--- src/pkg/ssfs_pkg.sv ---
package ssfs_pkg;

   // ----------------------------------------------------------------
   // Clock and reference rates
   // ----------------------------------------------------------------
   localparam longint CLK_HZ = 100_000_000;
   localparam longint REF_HZ = 48_000;
   localparam longint TOL_PPM = 100;
   localparam longint PPM_DEN = 1_000_000;

   // ----------------------------------------------------------------
   // Measurement timing
   // ----------------------------------------------------------------
   localparam longint WIN_TICKS = 1024;
   localparam longint WIN_NOM_CYC = WIN_TICKS * CLK_HZ / REF_HZ;
   localparam longint WIN_TOL_CYC = WIN_NOM_CYC * TOL_PPM / PPM_DEN;
   localparam longint TICK_NOM_CYC = CLK_HZ / REF_HZ;
   localparam longint LOSS_CYC = 2 * TICK_NOM_CYC;
   localparam int CNT_W = 24;
   localparam int DIV_W = 16;

   // ----------------------------------------------------------------
   // Source codes and default ranking
   // ----------------------------------------------------------------
   localparam int NEXT = 4;
   localparam int NSRC = 5;
   localparam int SRC_W = 3;
   localparam logic [2:0] SRC_VID1 = 3'h0;
   localparam logic [2:0] SRC_VID2 = 3'h1;
   localparam logic [2:0] SRC_AES = 3'h2;
   localparam logic [2:0] SRC_WCLK = 3'h3;
   localparam logic [2:0] SRC_INT = 3'h4;
   localparam logic [14:0] PRIO_DEFAULT =
      {SRC_INT, SRC_WCLK, SRC_AES, SRC_VID2, SRC_VID1};

   // ----------------------------------------------------------------
   // Carriers
   // ----------------------------------------------------------------
   typedef struct packed {
      logic [NSRC-1:0][SRC_W-1:0] prio;
      logic [1:0] vid_tri;
   } ssfs_cfg_t;

   typedef struct packed {
      logic locked;
      logic [SRC_W-1:0] src;
      logic [SRC_W-1:0] rank;
      logic [NSRC-1:0] avail;
   } ssfs_stat_t;

endpackage

--- src/rtl/ssfs_selector.sv ---
// Notes on behaviour
// - Candidates ranked video 1, video 2, AES3, word clock, internal 48 kHz.
// - Failed or absent selected source falls over to next ranked candidate.
// - Output 48 kHz tick from selected input; usable only if 48 kHz derivable.
// - Video reference edges divided down to the 48 kHz audio tick.
// - Input held valid only while within 100 ppm of nominal.
// - Four external sync inputs plus the internal clock as an option.
// - Internal reference only from the currently active router card.
// - Video ports interchangeable; analog or tri-level set by configuration.
// - Five options mapped to rank positions by configuration settings.
`timescale 1ns/1ps
`default_nettype none

module ssfs_selector
   import ssfs_pkg::*;
#(
   parameter logic [DIV_W-1:0] VID_SD_DIV = 16'h0001,
   parameter logic [DIV_W-1:0] VID_TRI_DIV = 16'h0001,
   parameter logic [CNT_W-1:0] WIN_NOM = CNT_W'(WIN_NOM_CYC),
   parameter logic [CNT_W-1:0] WIN_TOL = CNT_W'(WIN_TOL_CYC),
   parameter logic [CNT_W-1:0] LOSS_LIM = CNT_W'(LOSS_CYC)
) (
   // Clock and reset
   input wire logic clk_i,
   input wire logic reset_i,
   // Sync pins and router state
   input wire logic [NEXT-1:0] sync_i,
   input wire logic router_active_i,
   // Configuration
   input wire ssfs_cfg_t cfg_i,
   // Reference out and status
   output logic tick48_o,
   output logic fail_o,
   output ssfs_stat_t stat_o
);

   // ----------------------------------------------------------------
   // Pin synchronisers
   // ----------------------------------------------------------------
   logic [NEXT:0] meta_ff;
   logic [NEXT:0] sync_ff;
   logic [NEXT-1:0] prev_ff;

   always_ff @(posedge clk_i) begin
      if (reset_i) begin
         meta_ff <= '0;
         sync_ff <= '0;
         prev_ff <= '0;
      end else begin
         meta_ff <= {router_active_i, sync_i};
         sync_ff <= meta_ff;
         prev_ff <= sync_ff[NEXT-1:0];
      end
   end

   wire [NEXT-1:0] rise = sync_ff[NEXT-1:0] & ~prev_ff;
   wire router_active = sync_ff[NEXT];

   logic [NSRC-1:0] tick;
   logic [NSRC-1:0] valid;

   // ----------------------------------------------------------------
   // External source dividers and monitors
   // ----------------------------------------------------------------
   genvar g;
   generate
      for (g = 0; g < NEXT; g++) begin : g_mon
         logic [DIV_W-1:0] pre_ff;
         logic tick_ff;
         logic [CNT_W-1:0] gap_ff;
         logic [CNT_W-1:0] win_ff;
         logic [9:0] nt_ff;
         logic valid_ff;
         wire [DIV_W-1:0] div;
         wire pre_end;
         wire win_end;
         wire in_tol;
         wire lost;

         if (g < 2) begin : g_vid
            assign div = cfg_i.vid_tri[g] ? VID_TRI_DIV : VID_SD_DIV;
         end else begin : g_dig
            assign div = DIV_W'(1);
         end

         assign pre_end = rise[g] && (pre_ff >= div - DIV_W'(1));
         assign win_end = tick_ff && (nt_ff == 10'(WIN_TICKS - 1));
         assign in_tol = (win_ff >= WIN_NOM - WIN_TOL) &&
                         (win_ff <= WIN_NOM + WIN_TOL);
         // No derived tick for too long drops the source at once
         assign lost = gap_ff >= LOSS_LIM;

         always_ff @(posedge clk_i) begin
            if (reset_i) begin
               pre_ff <= '0;
               tick_ff <= 1'b0;
            end else begin
               tick_ff <= pre_end;
               if (pre_end) begin
                  pre_ff <= '0;
               end else if (rise[g]) begin
                  pre_ff <= pre_ff + DIV_W'(1);
               end
            end
         end

         // Window over derived ticks, measured in system clocks
         always_ff @(posedge clk_i) begin
            if (reset_i || lost) begin
               gap_ff <= '0;
               win_ff <= '0;
               nt_ff <= '0;
               valid_ff <= 1'b0;
            end else begin
               gap_ff <= tick_ff ? '0 : gap_ff + CNT_W'(1);
               if (win_ff != {CNT_W{1'b1}}) begin
                  win_ff <= win_ff + CNT_W'(1);
               end
               if (tick_ff) begin
                  nt_ff <= nt_ff + 10'h001;
               end
               if (win_end) begin
                  win_ff <= '0;
                  valid_ff <= in_tol;
               end
            end
         end

         assign tick[g] = tick_ff;
         assign valid[g] = valid_ff && !lost;
      end
   endgenerate

   // ----------------------------------------------------------------
   // Internal 48 kHz reference, active router card only
   // ----------------------------------------------------------------
   logic [31:0] nco_ff;
   logic int_tick_ff;
   // Phase accumulator steps by the reference rate, wraps at clock rate
   wire [32:0] nco_sum = {1'b0, nco_ff} + 33'(REF_HZ);
   wire nco_wrap = nco_sum >= 33'(CLK_HZ);

   always_ff @(posedge clk_i) begin
      if (reset_i) begin
         nco_ff <= '0;
         int_tick_ff <= 1'b0;
      end else begin
         nco_ff <= nco_wrap ? 32'(nco_sum - 33'(CLK_HZ)) : nco_sum[31:0];
         int_tick_ff <= nco_wrap && router_active;
      end
   end

   // Internal reference is not measured; trusted while card is active
   assign tick[SRC_INT] = int_tick_ff;
   assign valid[SRC_INT] = router_active;

   // ----------------------------------------------------------------
   // Ranked selection
   // ----------------------------------------------------------------
   function automatic logic [SRC_W-1:0] src_at(input ssfs_cfg_t c,
                                               input int r);
      src_at = c.prio[r];
   endfunction

   logic [SRC_W-1:0] pick_rank;
   logic pick_ok;

   // Lowest rank number holding a valid source wins
   always_comb begin
      pick_rank = '0;
      pick_ok = 1'b0;
      for (int r = NSRC - 1; r >= 0; r--) begin
         if (src_at(cfg_i, r) < SRC_W'(NSRC) &&
             valid[src_at(cfg_i, r)]) begin
            pick_rank = SRC_W'(r);
            pick_ok = 1'b1;
         end
      end
   end

   wire [SRC_W-1:0] pick_src = src_at(cfg_i, int'(pick_rank));

   logic locked_ff;
   logic [SRC_W-1:0] rank_ff;
   logic [SRC_W-1:0] src_ff;
   logic fail_ff;
   logic tick_out_ff;

   wire drop = locked_ff && (!pick_ok || pick_rank > rank_ff);

   // ----------------------------------------------------------------
   // Output tick guard
   // ----------------------------------------------------------------
   // A source change can line up two derived ticks back to back;
   // the second is held back so the output pulse never runs wide.
   wire src_change = pick_src != src_ff;
   wire tick_hold = tick_out_ff && src_change;
   wire tick_pick = pick_ok && tick[pick_src] && !tick_hold;

   always_ff @(posedge clk_i) begin
      if (reset_i) begin
         locked_ff <= 1'b0;
         rank_ff <= '0;
         src_ff <= SRC_INT;
         fail_ff <= 1'b0;
         tick_out_ff <= 1'b0;
      end else begin
         locked_ff <= pick_ok;
         rank_ff <= pick_rank;
         src_ff <= pick_src;
         fail_ff <= drop;
         tick_out_ff <= tick_pick;
      end
   end

   assign tick48_o = tick_out_ff;
   assign fail_o = fail_ff;
   assign stat_o = '{locked: locked_ff, src: src_ff, rank: rank_ff,
                     avail: valid};

endmodule

`default_nettype wire

--- config.mk ---
export PLATFORM = sky130hd
export DESIGN_NAME = ssfs_selector
export DESIGN_NICKNAME = d
export VERILOG_FILES = /design/src/pkg/ssfs_pkg.sv /design/src/rtl/ssfs_selector.sv
export SDC_FILE = /design/constraint.sdc
export NUM_CORES = 1
export LEC_CHECK = 0
export ABC_AREA = 1
export ABC_CLOCK_PERIOD_IN_PS = 4300
export CORE_AREA = 2 2 177 179
export CTS_CLUSTER_SIZE = 10
export DETAILED_ROUTE_END_ITERATION = 8
export DIE_AREA = 0 0 179 181
export DONT_BUFFER_PORTS = 1
export PLACE_DENSITY = 0.55
export REMOVE_ABC_BUFFERS = 1
export SETUP_SLACK_MARGIN = 0.15
export SLEW_MARGIN = 20
export SYNTH_ARGS = -nofsm -noshare
export SYNTH_HDL_FRONTEND = slang
export SYNTH_SLANG_ARGS = --single-unit
--- constraint.sdc ---
create_clock -name clk_i -period 4.3 [get_ports clk_i]
set_input_delay 0.645 -clock clk_i [delete_from_list [all_inputs] [get_ports clk_i]]
set_output_delay 0.645 -clock clk_i [all_outputs]
set_load 0.02 [all_outputs]
# Yosys cells after proc, flatten, opt, wreduce, memory -nomap -nowiden
# Cells that the tools add are included.
[totals]
elab_cells = 167
regBits = 360
inputBits = 24
output_inout_bits = 14
[op_classes]
magnitude_cmp = 30
add_sub_neg = 18
n_bitwise = 2
reduce_logical = 49
muxes = 25
n_eq_ne = 9
[ops]
columns = ["op", "n"]
rows = [
  ["24-bit by 1-bit adder with 24-bit output, second input constant", 8],
  ["24-bit by 13-bit greater-or-equal comparator with 1-bit output, second input constant", 4],
  ["24-bit by 22-bit greater-or-equal comparator with 1-bit output, second input constant", 4],
  ["24-bit by 22-bit <= comparator with 1-bit output, second input constant", 4],
  ["24-bit != test, second input constant", 4],
  ["16-bit by 1-bit adder with 16-bit output, second input constant", 4],
  ["16-bit by 1-bit greater-or-equal comparator with 1-bit output, second input constant", 4],
  ["10-bit by 1-bit adder with 10-bit output, second input constant", 4],
  ["10-bit equality test, second input constant", 4],
  ["32-bit by 16-bit adder with 33-bit output, second input constant", 1],
  ["33-bit by 27-bit greater-or-equal comparator with 1-bit output, second input constant", 1],
  ["32-bit two-way mux", 1],
  ["32-bit by 27-bit subtractor with 32-bit output, second input constant", 1],
  ["3-bit by 4-bit < comparator with 1-bit output, second input constant", 7],
  ["1-bit logical AND", 26],
  ["2-bit OR reduction", 12],
  ["1-bit binary-select mux with 3-bit select", 6],
  ["3-bit two-way mux", 6],
  ["3-bit < comparator, second input constant", 5],
  ["1-bit two-way mux", 11],
  ["3-bit binary-select mux with 3-bit select", 1],
  ["1-bit logical NOT", 6],
  ["1-bit logical OR", 5],
  ["4-bit bitwise AND", 1],
  ["other kinds (3)", 3],
]

# Logic depth before layout (Yosys ltp)
# Gate-level depths: netlist of run 1.
[logic_depth]
depth_word = 17
mapped_depth = 27
ltp_nobuf = 27

# Least setup slack after synthesis of run 1
# No wires, ideal clock.
[synth_path]
path_kind = "register to register"
start = "register nco_ff[7]"
end = "register nco_ff[19]"
n_path_buf = 1
slack_ns = 1.768
required_time_ns = 4.184
t_arrival_ns = 2.416
stages_incl_launch_ff = 21
setup_time_ns = 0.116
synth_period_minus_slack_ns = 2.532
cell_sequence = "dfxtp_1 -> inv_2 -> ha_1 -> nand2_1 -> a21oi_2 -> inv_2 -> o21ai_4 -> a21oi_2 -> xor2_1 -> inv_2 -> a21oi_2 -> nor2_1 -> nor3_2 -> nand2_1 -> nand2_1 -> nor2_4 -> nand2_8 -> buf_6 -> nand3_1 -> nand2_1 -> nor2_1"
[synth_via]
elab_chain_len = 3
elab_cells_between_ends = 4
classes_between = "add/sub (2); order compare (1); mux (1)"
[synth_rtl]
columns = ["element", "line", "text"]
rows = [
  ["start: declaration", "ssfs_selector.sv:137", "logic [31:0] nco_ff;"],
  ["start signal: assignment", "ssfs_selector.sv:148", "nco_ff <= nco_wrap ? 32'(nco_sum - 33'(CLK_HZ)) : nco_sum[31:0];"],
  ["32-bit by 16-bit adder with 33-bit output *", "ssfs_selector.sv:140", "wire [32:0] nco_sum = {1'b0, nco_ff} + 33'(REF_HZ);"],
  ["net nco_sum[7]", "ssfs_selector.sv:140", ""],
  ["32-bit by 27-bit subtractor with 32-bit output or 33-bit by 27-bit greater-or-equal comparator with 1-bit output (tied branches)", "ssfs_selector.sv:148, ssfs_selector.sv:141", ""],
  ["32-bit two-way mux *", "ssfs_selector.sv:148", ""],
]
# The timed path passes the listed nets; every way through them passes the cells marked *.
# A chain may end at the register's enable or synchronous reset.

# Worst setup path after layout of run 1
[layout_path]
start = "register nco_ff[7]"
end = "register nco_ff[20]"
# The elaborated chain is that of the path after synthesis.

==> results of run 1 <==
## registers in the layout, indices dropped and copies added (netlist names)
name and flops:
g_mon.tick_ff 4, locked_ff 1, g_mon.gap_ff 96, fail_o 1
int_tick_ff 1, meta_ff 5, prev_ff 4, tick48_o 1
rank_ff 3, g_mon.valid_ff 4, g_mon.nt_ff 40, nco_ff 25
g_mon.win_ff 96, src_ff 3, sync_ff 5
## power groups by stage
| stage | Combinational (mW) | Clock (mW) | Sequential, mW |
|---|---|---|---|
| after global routing | 1.22 | 2.91 | 2.92 |
| after detailed placement | 1.04 | 0 | 2.97 |
| after CTS | 1.05 | 2.80 | 2.91 |
| after floorplan | 0.870 | 0 | 2.94 |
| final | 1.04 | 2.70 | 2.91 |
| after global placement | 1.03 | 0 | 2.97 |
## layer usage
layer  track usage (%)  share of wire [%]  vias up
met1              22.7                 49     4969
li1                  -                  -     6171
met5                 0                  0        -
met4              4.98                2.0        0
met3              4.04                4.2       35
met2              29.5                 45       96
## how the worst min path moves through the flow
stage                                startpoint                           to  cells past startpoint
after global placement    prev_ff[0]$_SDFF_PP0_  g_mon[0].tick_ff$_SDFF_PP0_                      1
after floorplan           prev_ff[3]$_SDFF_PP0_  g_mon[3].tick_ff$_SDFF_PP0_                      1
after CTS                               reset_i        rank_ff[0]$_SDFF_PP0_                      1
after global routing                    reset_i        rank_ff[0]$_SDFF_PP0_                      1
after detailed placement  prev_ff[3]$_SDFF_PP0_  g_mon[3].tick_ff$_SDFF_PP0_                      1
final                                   reset_i        rank_ff[0]$_SDFF_PP0_                      1
## logic make-up (layout without fill, tap and decap cells)
| group | count (synthesis) | in the layout | synth area share (%) |
|---|---|---|---|
| flops | 289 | 289 | 42.9 |
| simple gates | 964 | 964 | 31.8 |
| xor+xnor | 62 | 62 | 4.08 |
| buf+inv | 293 | 328 | 8.37 |
| other cells | 1 | 44 | 0.0278 |
| fa+ha+maj | 26 | 26 | 2.41 |
| compound gates | 245 | 245 | 10.4 |
## synthesized netlist by cell type (2+ instances only)
cell / instances
or2_0: 2
buf_6: 3
inv_2: 17
o21bai_1: 2
nor3b_1: 31
a211oi_1: 14
or2_2: 6
nand3_1: 132
o21ai_1: 9
a31oi_1: 8
or3_1: 4
a21oi_2: 3
nand4_1: 39
ha_1: 26
nand2_1: 341
a2111oi_0: 2
buf_4: 2
nor3_1: 57
nor2_1: 299
nor2_2: 6
a21oi_1: 118
and3_1: 3
clkinv_1: 6
nor2_4: 2
nor3_2: 3
clkbuf_1: 17
o21a_1: 13
xor2_1: 48
nand2_2: 8
dfxtp_1: 289
inv_1: 248
xnor2_1: 13
o21ai_0: 60
nand3b_1: 4
nand3_2: 4
and2_1: 3
nor4_1: 17
## critical path, cell delays in order, from the launching register on
cell and delay, ns:
dfxtp_1 0.37, inv_2 0.06, ha_1 0.22, nand2_1 0.11, a21oi_2 0.08, inv_2 0.07, o21ai_4 0.07, a211oi_2 0.38
xor2_1 0.14, nor2_1 0.26, nand2_1 0.15, nor3_2 0.23, nand2_1 0.10, nand2_1 0.14, nor2_4 0.06, nand2_8 0.18
inv_2 0.13, o21ai_1 0.14, nand2_1 0.06, nor2_1 0.08
## metrics by stage
step | worst slack, ns | cells | hold WS (ns) | utilization (%)
2_1_floorplan | 1.65 | 1901 | 0.373 | -
3_3_place_gp | 1.19 | 2302 | 0.378 | 46.4
3_5_place_dp | 1.18 | 2302 | 0.381 | 46.4
4_1_cts | 1.15 | 2354 | 0.178 | 49.8
5_1_grt | 0.776 | 2354 | 0.188 | 49.8
6_report | 1.20 | 2354 | 0.200 | 49.8
## cell type report
class,count,area [um^2]
clock buffers,47,973
flip-flops and latches,289,5790
well taps,396,495
repair buffers,5,37.5
clock inverters,5,57.6
inverters,271,1020
multi-input cells,1341,6750
fillers,3062,15200
==> results.tsv, run 1 <==
stage	metric	value	unit
detailed_routing	first_iter_violations	524	
floorplan	core_area	0.0303	mm^2
sta	min_period_over_period	72.1	%
floorplan	start_util	44.5	%
detailed_routing	drc	0	
sta	rsz0062_at_grt	no	
power_and_ir_drop	pwr_density_cell	440	mW/mm^2
critical_path	cp-start-kind	register	
cts	cts_tree	done	
synth	synthCells	1880	
power_and_ir_drop	power	6.65	mW
synth	synthDistinctLibCells	58	
sta	fin_setup_tns	0	ns
synth	yosysTopAreaCell	dfxtp_1	
sta	maxSlewViolCount	0	
cts	ctsLongestPathBuffers	3	
synth	yosys_warnings	0	
cts	ctsHoldBuffers	0	
power_and_ir_drop	swShare	28.0	%
floorplan	dieArea	0.0324	mm^2
detailed_routing	drt_wl_total	28.0	mm
critical_path	worst_ep_arrival_time	3.54	ns
synth	async_flop_share	0	%
detailed_routing	drt-vias-per-instance	4.79	
synth	synth_seq_area_share	42.9	%
critical_path	r2r_setup_slack	1.20	ns
final_layout	layout.nets	1994	
global_route	grt_pass1_vias	10600	
detailed_routing	dr.pass1.iters	4	
synth	ys_seq_elements	289	
critical_path	reg2reg_to	nco_ff[20]$_SDFF_PP0_	
power_and_ir_drop	clockPowerShare	40.6	%
global_route	grt.total_usage	17.7	%
final_layout	final_cell_mix	nand2_1 (341), nor2_1 (299), dfxtp_1 (289), inv_1 (248), nand3_1 (132)	
cts	cts_resized	0	
run	drv_cap	0	
synth	synthFlopType	dfxtp_1	
placed_design	dpl-instance-area	0.0141	mm^2
global_route	grt_antenna_before_repair	1	
placed_design	dp_hpwl	20.6	mm
detailed_routing	ant_nets	0	
global_route	grt-ovfl-total	0	
power_and_ir_drop	combPwrFrac	15.6	%
critical_path	endpoint	nco_ff[20]$_SDFF_PP0_	
power_and_ir_drop	seqPwrFrac	43.8	%
power_and_ir_drop	leakage	5.85	nW
sta	setup_violations	0	
final_layout	syn_to_final_growth	11.9	%
floorplan	row_count	64	
synth	yosys.area.top_type_share	42.9	%
critical_path	end_kind	register	
final_layout	drive_gt1_share	5.36	%
critical_path	crit_path_start	nco_ff[7]$_SDFF_PP0_	
critical_path	r2r_start	nco_ff[7]$_SDFF_PP0_	
critical_path	critPathKind	register to register	
synth	synth_edf_count	0	
cts	htree_levels	2	
cts	cts_root_buf	clkbuf_16	
sta	fin_skew	0.0198	ns
synth	syn_avg_cell_area	7.18	um^2
outcome	status	completed	
critical_path	critPathMaxFanout	36	
cts	cts_made_buffers	36	
power_and_ir_drop	ir_worst_vdd	0.000390	V
floorplan	die_width	179	um
detailed_routing	vias	11300	
floorplan	num_io_pins	38	
cts	path_clk_slew	0.06	ns
floorplan	die_h	181	um
placed_design	io_buffers	0	
cts	postCtsSetupBuffers	0	
final_layout	mostFrequentLayoutCell	nand2_1	
cts	insertion_delay	0.51	ns
synth	synth_area_leaders	dfxtp_1 (43%), nand2_1 (9.5%), nor2_1 (8.3%)	
power_and_ir_drop	switching_power	1.87	mW
critical_path	reg2reg_depth	19	
sta	fmax	323	MHz
final_layout	stdcell_area	0.0151	mm^2
power_and_ir_drop	p_int	4.79	mW
sta	hold_viol_final	0	
final_layout	antenna_cells	0	
cts	cts.sinks	289	
global_route	grt_max_degree	37	
hold_path	min_path_type	primary input to register	
placed_design	gp_congestion	0.858	
synth	syn_area	0.0135	mm^2
global_route	grt_pass1_wl	47.9	mm
sta	slew_headroom	61.9	%
critical_path	worst_ep_required_time	4.74	ns
detailed_routing	routedWlPerCell	11.9	um
sta	tightest_slew	0.571	ns
sta	period_minus_slack	3.10	ns
Note: power is estimated with default switching activity, not from simulation.
==> run 2, diff against run 1 <==
Settings changed: ABC_AREA 1 to 0, ABC_CLOCK_PERIOD_IN_PS 4300 to 2500, CORE_AREA 2 2 177 179 to 2 2 173 175, DIE_AREA 0 0 179 181 to 0 0 175 177, PLACE_DENSITY 0.55 to 0.58.
Clock period 4.3 ns to 2.5 ns, I/O delays scaled along.
==> run 2 against run 1 <==
The run now ends with negative setup slack left. Clock skew fell by 0.0056 ns. First-iteration DRC count rose by 3.1%. Synthesized area fell by 3.7%. Largest power group unchanged. Core utilization rose by 10 points. Synthesized cell count fell by 21%. Clock power rose by 62%. Critical path depth fell by 6. Design area rose by 16%. Global-route usage rose by 1.7 points.
==> results.tsv, run 2 <==
stage	metric	value	unit	change
placed_design	gp_congestion	0.813		-5.2%
synth	synth_area_leaders	dfxtp_1 (45%), xor2_1 (8.0%), nor2_1 (7.7%)		
power_and_ir_drop	leakage	6.43	nW	+9.9%
detailed_routing	routedWlPerCell	14.1	um	+19%
floorplan	die_h	177	um	-2.2%
sta	maxSlewViolCount	0		unchanged
sta	hold_viol_final	0		unchanged
global_route	grt_pass1_wl	50.0	mm	+4.4%
synth	yosys.area.top_type_share	44.5	%	+1.6 points
critical_path	worst_ep_arrival_time	3.67	ns	+0.13 ns
sta	setup_ws	-0.746	ns	-1.95 ns
cts	ctsLongestPathBuffers	3		unchanged
synth	syn_avg_cell_area	8.73	um^2	+22%
placed_design	dpl-instance-area	0.0150	mm^2	+6.5%
critical_path	worst_ep_required_time	2.92	ns	-1.82 ns
critical_path	r2r_start	g_mon[1].gap_ff[8]$_SDFF_PP0_		
critical_path	r2r_setup_slack	-0.75	ns	-1.95 ns
critical_path	reg2reg_to	tick48_o$_SDFF_PP0_		
critical_path	slowest_stage	or4_1		
placed_design	dp_cells	2078		-9.7%
critical_path	crit_path_cell_trace	or4_1, o21a_1, nor4b_4, buf_4, nor3b_2, o31a_4, buf_6, nand4_1, nor3_1, o32a_2, xnor2_2, a211o_1, a211oi_2		
outcome	violations	negative setup slack		
sta	fin_skew	0.0142	ns	-0.00558 ns
floorplan	die_width	175	um	-2.2%
synth	ys_seq_elements	289		unchanged
power_and_ir_drop	pwr_density_cell	739	mW/mm^2	+68%
synth	async_flop_share	0	%	unchanged
synth	synthFlopType	dfxtp_1		
final_layout	stdcell_area	0.0176	mm^2	+16%
floorplan	row_count	63		-1.6%
sta	fmax	308	MHz	-4.5%
final_layout	drive_gt1_share	26.9	%	+21 points
critical_path	cp-start-kind	register		
cts	path_clk_slew	0.05	ns	about the same
floorplan	num_io_pins	38		unchanged
final_layout	antenna_cells	0		unchanged
final_layout	top_regs	g_mon.gap_ff: 96 flops, g_mon.win_ff: 96 flops, g_mon.nt_ff: 40 flops		
final_layout	layout.nets	1818		-8.8%
global_route	grt_max_degree	48		+30%
synth	yosys-top-cells-count	dfxtp_1 (289), nor2_1 (266), xor2_1 (119), nand2_1 (94), nand3_1 (79)		
final_layout	syn_to_final_growth	35.3	%	
global_route	grt_antenna_before_repair	0		-1
synth	syn_area	0.0130	mm^2	-3.7%
critical_path	critPathKind	register to register		
critical_path	slowest_delay	0.51	ns	+0.13 ns
synth	synthDistinctLibCells	74		+28%
outcome	status	finished, violations left		
final_layout	instances_no_fill	2166		-8.0%
floorplan	core_area	0.0292	mm^2	-3.6%
hold_path	hp-start	sync_i[1]		
global_route	grt_pass1_vias	10500		-0.26%
placed_design	dp_hpwl	19.9	mm	-3.6%
hold_path	min_path_type	primary input to register		
sta	rsz0062_at_grt	yes		
sta	period_minus_slack	3.25	ns	+0.147 ns
detailed_routing	first_iter_violations	540		+3.1%
sta	min_period_over_period	130	%	+58 points
detailed_routing	drt_wl_total	30.6	mm	+9.5%
power_and_ir_drop	power	13.0	mW	+95%
cts	cts_made_buffers	35		-2.8%
cts	cts_root_buf	clkbuf_16		
floorplan	start_util	44.5	%	about the same
synth	synth_edf_count	0		unchanged
hold_path	holdPathStages	1		unchanged
final_layout	fillers	2496		-18%
floorplan	dieArea	0.0310	mm^2	-4.4%
sta	tightest_slew	0.514	ns	-0.0575 ns
power_and_ir_drop	ir_worst_vdd	0.000497	V	+27%
detailed_routing	dr.pass1.iters	5		+1
critical_path	end_kind	register		
cts	cts.sinks	289		unchanged
cts	insertion_delay	0.51	ns	about the same
synth	yosysTopAreaCell	dfxtp_1		
cts	htree_levels	2		unchanged
global_route	grt-ovfl-total	0		unchanged
synth	synthCells	1489		-21%
synth	synth_seq_area_share	44.5	%	+1.6 points
detailed_routing	drt-vias-per-instance	5.09		+6.3%
synth	yosys_warnings	0		unchanged
synth	yosysMostFrequentCell	dfxtp_1		
detailed_routing	vias	11000		-2.2%
final_layout	final_cell_mix	dfxtp_1 (279), buf_4 (205), nor2_1 (197), xor2_1 (114), nand2_1 (90)		
detailed_routing	ant_nets	0		unchanged
global_route	grt.total_usage	19.4	%	+1.7 points
run	drv_cap	0		unchanged
detailed_routing	drc	0		unchanged
cts	cts_tree	done		
sta	slew_headroom	65.4	%	+3.6 points
final_layout	mostFrequentLayoutCell	dfxtp_1		
critical_path	reg2reg_depth	13		-6
placed_design	io_buffers	0		unchanged
critical_path	critPathMaxFanout	5		-86%
hold_path	min_to	meta_ff[1]$_SDFF_PP0_		
sta	setup_violations	33		+33
run 2: cell types whose count changed after synthesis, moves of 23 or more:
| cell | previous run | this run |
|---|---|---|
| a21oi_1 | 118 | 43 |
| and3_1 | 3 | 39 |
| inv_1 | 248 | 44 |
| nand2_1 | 341 | 94 |
| nand3_1 | 132 | 79 |
| nor2_1 | 299 | 266 |
| nor2b_1 | 0 | 29 |
| nor3_1 | 57 | 34 |
| o21ai_0 | 60 | 34 |
| xnor2_1 | 13 | 74 |
| xor2_1 | 48 | 119 |
run 2: worst max-delay path by stage:
stage               slack [ns]                    end                            from
floorplan                -1.00  nco_ff[29]$_SDFF_PP0_            nco_ff[7]$_SDFF_PP0_
global placement         -0.83    tick48_o$_SDFF_PP0_  g_mon[3].gap_ff[10]$_SDFF_PP0_
detailed placement       -0.88    tick48_o$_SDFF_PP0_  g_mon[3].gap_ff[10]$_SDFF_PP0_
CTS                      -0.72    tick48_o$_SDFF_PP0_   g_mon[1].gap_ff[8]$_SDFF_PP0_
global route             -0.85  nco_ff[29]$_SDFF_PP0_            nco_ff[9]$_SDFF_PP0_
finish                   -0.75    tick48_o$_SDFF_PP0_   g_mon[1].gap_ff[8]$_SDFF_PP0_
run 2: repair_timing:
action,CTS,global route
hold buffers,5,0
resized for setup,151,127
cloned,8,3
hold endpoints to repair,47,0
endpoints found under the setup margin,81,133
pin swaps,83,60
buffers inserted,19,8
run 2: where the power goes:
part | switching, mW | leakage [nW] | internal (mW)
clock | 1.81 | 0.458 | 2.57
combinational | 1.68 | 3.61 | 1.95
sequential | 0.154 | 2.36 | 4.82
run 2: worst max-delay path, delay by kind of cell (launching register included):
family          cells  cell delay (ns)
simple gates        5             0.94
flops               1             0.32
compound gates      5             1.47
xor+xnor            1             0.14
buf+inv             2             0.31
run 2: cells by family after synthesis:
family / share of synthesized area (%)
buffers and inverters: 2.70
and+or+nand+nor: 27.8
AOI/OAI and AO/OA: 8.88
other: 0.0288
adders and majority gates: 2.50
DFF: 44.5
xor gates and xnor gates: 13.0
muxes: 0.616
run 2: stage by stage:
step	utilization, %	TNS (ns)	hold WS, ns	worst slack, ns
2_1_floorplan	-	-28.14	0.367	-1.00
4_1_cts	58.0	-17.58	0.0104	-0.721
5_1_grt	60.1	-23.09	0.0268	-0.849
3_5_place_dp	51.3	-18.61	0.373	-0.876
3_3_place_gp	51.3	-17.37	0.369	-0.830
6_report	60.1	-19.05	0.0236	-0.746
run 2: area by class of cell:
| type | instances | area (um^2) | area share, % |
|---|---|---|---|
| flip-flops and latches | 289 | 5800 | 33.0 |
| clock buffers | 44 | 930 | 5.29 |
| inverters | 44 | 165 | 0.939 |
| clock inverters | 1 | 8.76 | 0.0498 |
| repair buffers | 240 | 2110 | 12.0 |
| well taps | 390 | 488 | 2.78 |
| multi-input cells | 1158 | 8090 | 46.0 |
run 2: per-layer routing:
layer | track usage (%) | wire [um] | up-vias
met2 | 32.7 | 14400 | 166
met3 | 4.04 | 1430 | 65
li1 | - | - | 5639
met4 | 6.35 | 893 | 0
met5 | 0 | 0 | -
met1 | 24.7 | 13900 | 5153
==> run 3, diff against run 2 <==
Settings changed: ABC_AREA 0 to 1, CORE_AREA 2 2 173 175 to 2 2 177 179, DIE_AREA 0 0 175 177 to 0 0 179 181, PLACE_DENSITY 0.58 to 0.57.
==> run 3 against run 2 <==
Sequential power about the same. The run still ends with negative setup slack left. Sequential share of layout area is 3.1 points lower. Setup slack better by 0.36 ns. Wire length grew 13%. Global-route usage is 0.88 points higher. Hold slack improved by 0.0034 ns. Clock skew decreased by 0.0014 ns.
==> results.tsv, run 3 (same netlist as run 1, synthesis figures left out) <==
stage	metric	value	unit	change
sta	hold_viol_final	0		unchanged
global_route	grt_pass1_vias	12300		+17%
critical_path	critPathKind	register to register		
floorplan	start_util	44.5	%	about the same
cts	cts_made_buffers	36		+2.9%
power_and_ir_drop	switching_power	3.88	mW	+6.6%
critical_path	cp-start-kind	register		
sta	fin_skew	0.0128	ns	-0.00140 ns
cts	cts_tree	done		
power_and_ir_drop	combPwrFrac	26.7	%	-1.3 points
critical_path	end_kind	register		
critical_path	cp_num_buf_inv	6		+4
final_layout	fillers	2634		+5.5%
detailed_routing	drt-vias-per-instance	4.84		-4.9%
placed_design	pre_cts_ws	-0.345	ns	+0.532 ns
placed_design	dpl-instance-area	0.0158	mm^2	+5.2%
detailed_routing	ant_nets	0		unchanged
placed_design	gp_congestion	0.859		+5.6%
critical_path	crit_family	simple AND/OR/NAND/NOR gates		
final_layout	drive_gt1_share	31.2	%	+4.4 points
floorplan	num_io_pins	38		unchanged
final_layout	mostFrequentLayoutCell	nand2_1		
final_layout	antenna_cells	0		unchanged
sta	rsz0062_at_grt	yes		
final_layout	stdcell_area	0.0194	mm^2	+11%
final_layout	syn_to_final_growth	44.1	%	
detailed_routing	first_iter_violations	632		+17%
sta	fin_setup_tns	-8.42	ns	+10.63 ns
cts	htree_levels	2		unchanged
outcome	violations	negative setup slack		
critical_path	worst_ep_required_time	2.89	ns	-0.03 ns
critical_path	worst_ep_arrival_time	3.28	ns	-0.39 ns
critical_path	critPathMaxFanout	5		unchanged
floorplan	die_width	179	um	+2.3%
final_layout	layout.nets	2339		+29%
power_and_ir_drop	p_int	9.44	mW	+0.97%
detailed_routing	routedWlPerCell	12.8	um	-9.5%
final_layout	top_regs	g_mon.gap_ff: 96 flops, g_mon.win_ff: 96 flops, g_mon.nt_ff: 40 flops		
sta	setup_violations	27		-18%
sta	tightest_slew	0.801	ns	+0.287 ns
global_route	grt_pass1_wl	55.1	mm	+10%
power_and_ir_drop	swShare	29.2	%	+1.1 points
power_and_ir_drop	pwr_density_cell	685	mW/mm^2	-7.3%
sta	fmax	347	MHz	+13%
cts	path_clk_slew	0.05	ns	about the same
global_route	grt_antenna_before_repair	0		unchanged
global_route	grt-ovfl-total	0		unchanged
power_and_ir_drop	power	13.3	mW	+2.5%
run	drv_cap	0		unchanged
power_and_ir_drop	seqPwrFrac	37.5	%	-0.8 points
floorplan	core_area	0.0303	mm^2	+3.8%
sta	maxSlewViolCount	0		unchanged
critical_path	slowest_delay	0.33	ns	-0.18 ns
global_route	grt.total_usage	20.2	%	+0.88 points
outcome	status	finished, violations left		
global_route	grt_max_degree	33		-31%
floorplan	die_h	181	um	+2.3%
sta	min_period_over_period	115	%	-15 points
floorplan	dieArea	0.0324	mm^2	+4.6%
sta	slew_headroom	46.1	%	-19 points
sta	setup_ws	-0.382	ns	+0.363 ns
floorplan	row_count	64		+1.6%
critical_path	crit_path_cell_trace	inv_2, buf_6, nand3_4, nand2_4, nand2_4, a21oi_4, nor3_4, nand4_1, xor2_2, inv_1, nand2_1, nand2_1, inv_2, buf_4, buf_4, nand2_1, a21oi_1, nand2_1, xor2_1, nand2_1, nor2_1		
cts	insertion_delay	0.51	ns	about the same
hold_path	min_path_type	primary input to register		
cts	cts_root_buf	clkbuf_16		
final_layout	final_cell_mix	nand2_1 (278), dfxtp_1 (269), buf_4 (268), nor2_1 (253), inv_1 (223)		
detailed_routing	drt_wl_total	34.6	mm	+13%
placed_design	io_buffers	0		unchanged
final_layout	layout.core_utilization	64.1	%	+4.0 points
power_and_ir_drop	ir_worst_vdd	0.000537	V	+8.0%
cts	ctsLongestPathBuffers	3		unchanged
cts	cts.sinks	289		unchanged
detailed_routing	vias	13100		+19%
detailed_routing	drc	0		unchanged
detailed_routing	dr.pass1.iters	5		unchanged
placed_design	dp_hpwl	22.7	mm	+14%
critical_path	crit_path_frequent_cell	nand2_1		
power_and_ir_drop	clockPowerShare	35.7	%	+2.0 points
critical_path	slowest_stage	dfxtp_2		
power_and_ir_drop	leakage	7.96	nW	+24%
sta	period_minus_slack	2.88	ns	-0.363 ns
## run 3: power by group through the flow
| stage | Combinational (mW) | Sequential, mW | Clock [mW] |
|---|---|---|---|
| after floorplan | 1.50 | 5.06 | 0 |
| after global routing | 3.91 | 5.02 | 5.07 |
| after CTS | 3.00 | 4.99 | 4.93 |
| after global placement | 2.69 | 5.08 | 0 |
| after detailed placement | 2.72 | 5.08 | 0 |
| final | 3.56 | 5.00 | 4.76 |
## run 3: metal layers
metal	track usage [%]	wire length (um)	vias to the layer above
li1	-	-	6869
met1	25.9	15500	5983
met2	34.5	16800	158
met3	4.17	1510	53
met4	5.14	733	0
met5	0	0	-
## run 3: path summary, 6_finish.rpt
path              slack [ns]  depth (start not counted)                           to                   from
setup / recovery       -0.38                         21        nco_ff[31]$_SDFF_PP0_   nco_ff[8]$_SDFF_PP0_
hold / removal          0.03                          2        meta_ff[1]$_SDFF_PP0_              sync_i[1]
setup reg to reg       -0.38                         21        nco_ff[31]$_SDFF_PP0_   nco_ff[8]$_SDFF_PP0_
hold reg to reg         0.39                          1  g_mon[0].tick_ff$_SDFF_PP0_  prev_ff[0]$_SDFF_PP0_
## run 3: final cells by class
type	instances	area, um^2	share of cell area [%]
repair buffers	349	2960	15.2
inverters	271	1040	5.36
clock inverters	4	52.6	0.270
multi-input cells	1342	8080	41.6
well taps	396	495	2.55
clock buffers	47	1000	5.16
flip-flops and latches	289	5810	29.9
## run 3: repair_timing
action / 4_1_cts / 5_1_grt
buffers inserted: 72 / 41
setup endpoints to repair: 58 / 100
hold buffers: 5 / 0
gates cloned: 2 / 0
hold endpoints to repair: 32 / 0
pin swaps: 68 / 147
resized for setup: 174 / 282
## run 3: worst register-to-register path, stage by stage (launching register included)
cell     delay (ns)
dfxtp_2        0.33
inv_2          0.06
buf_6          0.11
nand3_4        0.08
nand2_4        0.06
nand2_4        0.09
a21oi_4        0.07
nor3_4         0.33
nand4_1        0.20
xor2_2         0.32
inv_1          0.12
nand2_1        0.12
nand2_1        0.07
inv_2          0.08
buf_4          0.10
buf_4          0.09
nand2_1        0.05
a21oi_1        0.13
nand2_1        0.09
xor2_1         0.15
nand2_1        0.06
nor2_1         0.03
## run 3: metrics by stage
step,instances,hold WS [ns]
after floorplan,1901,0.373
after global routing,2698,0.0144
after CTS,2657,0.0162
after global placement,2527,0.379
after detailed placement,2527,0.384
final,2698,0.0269
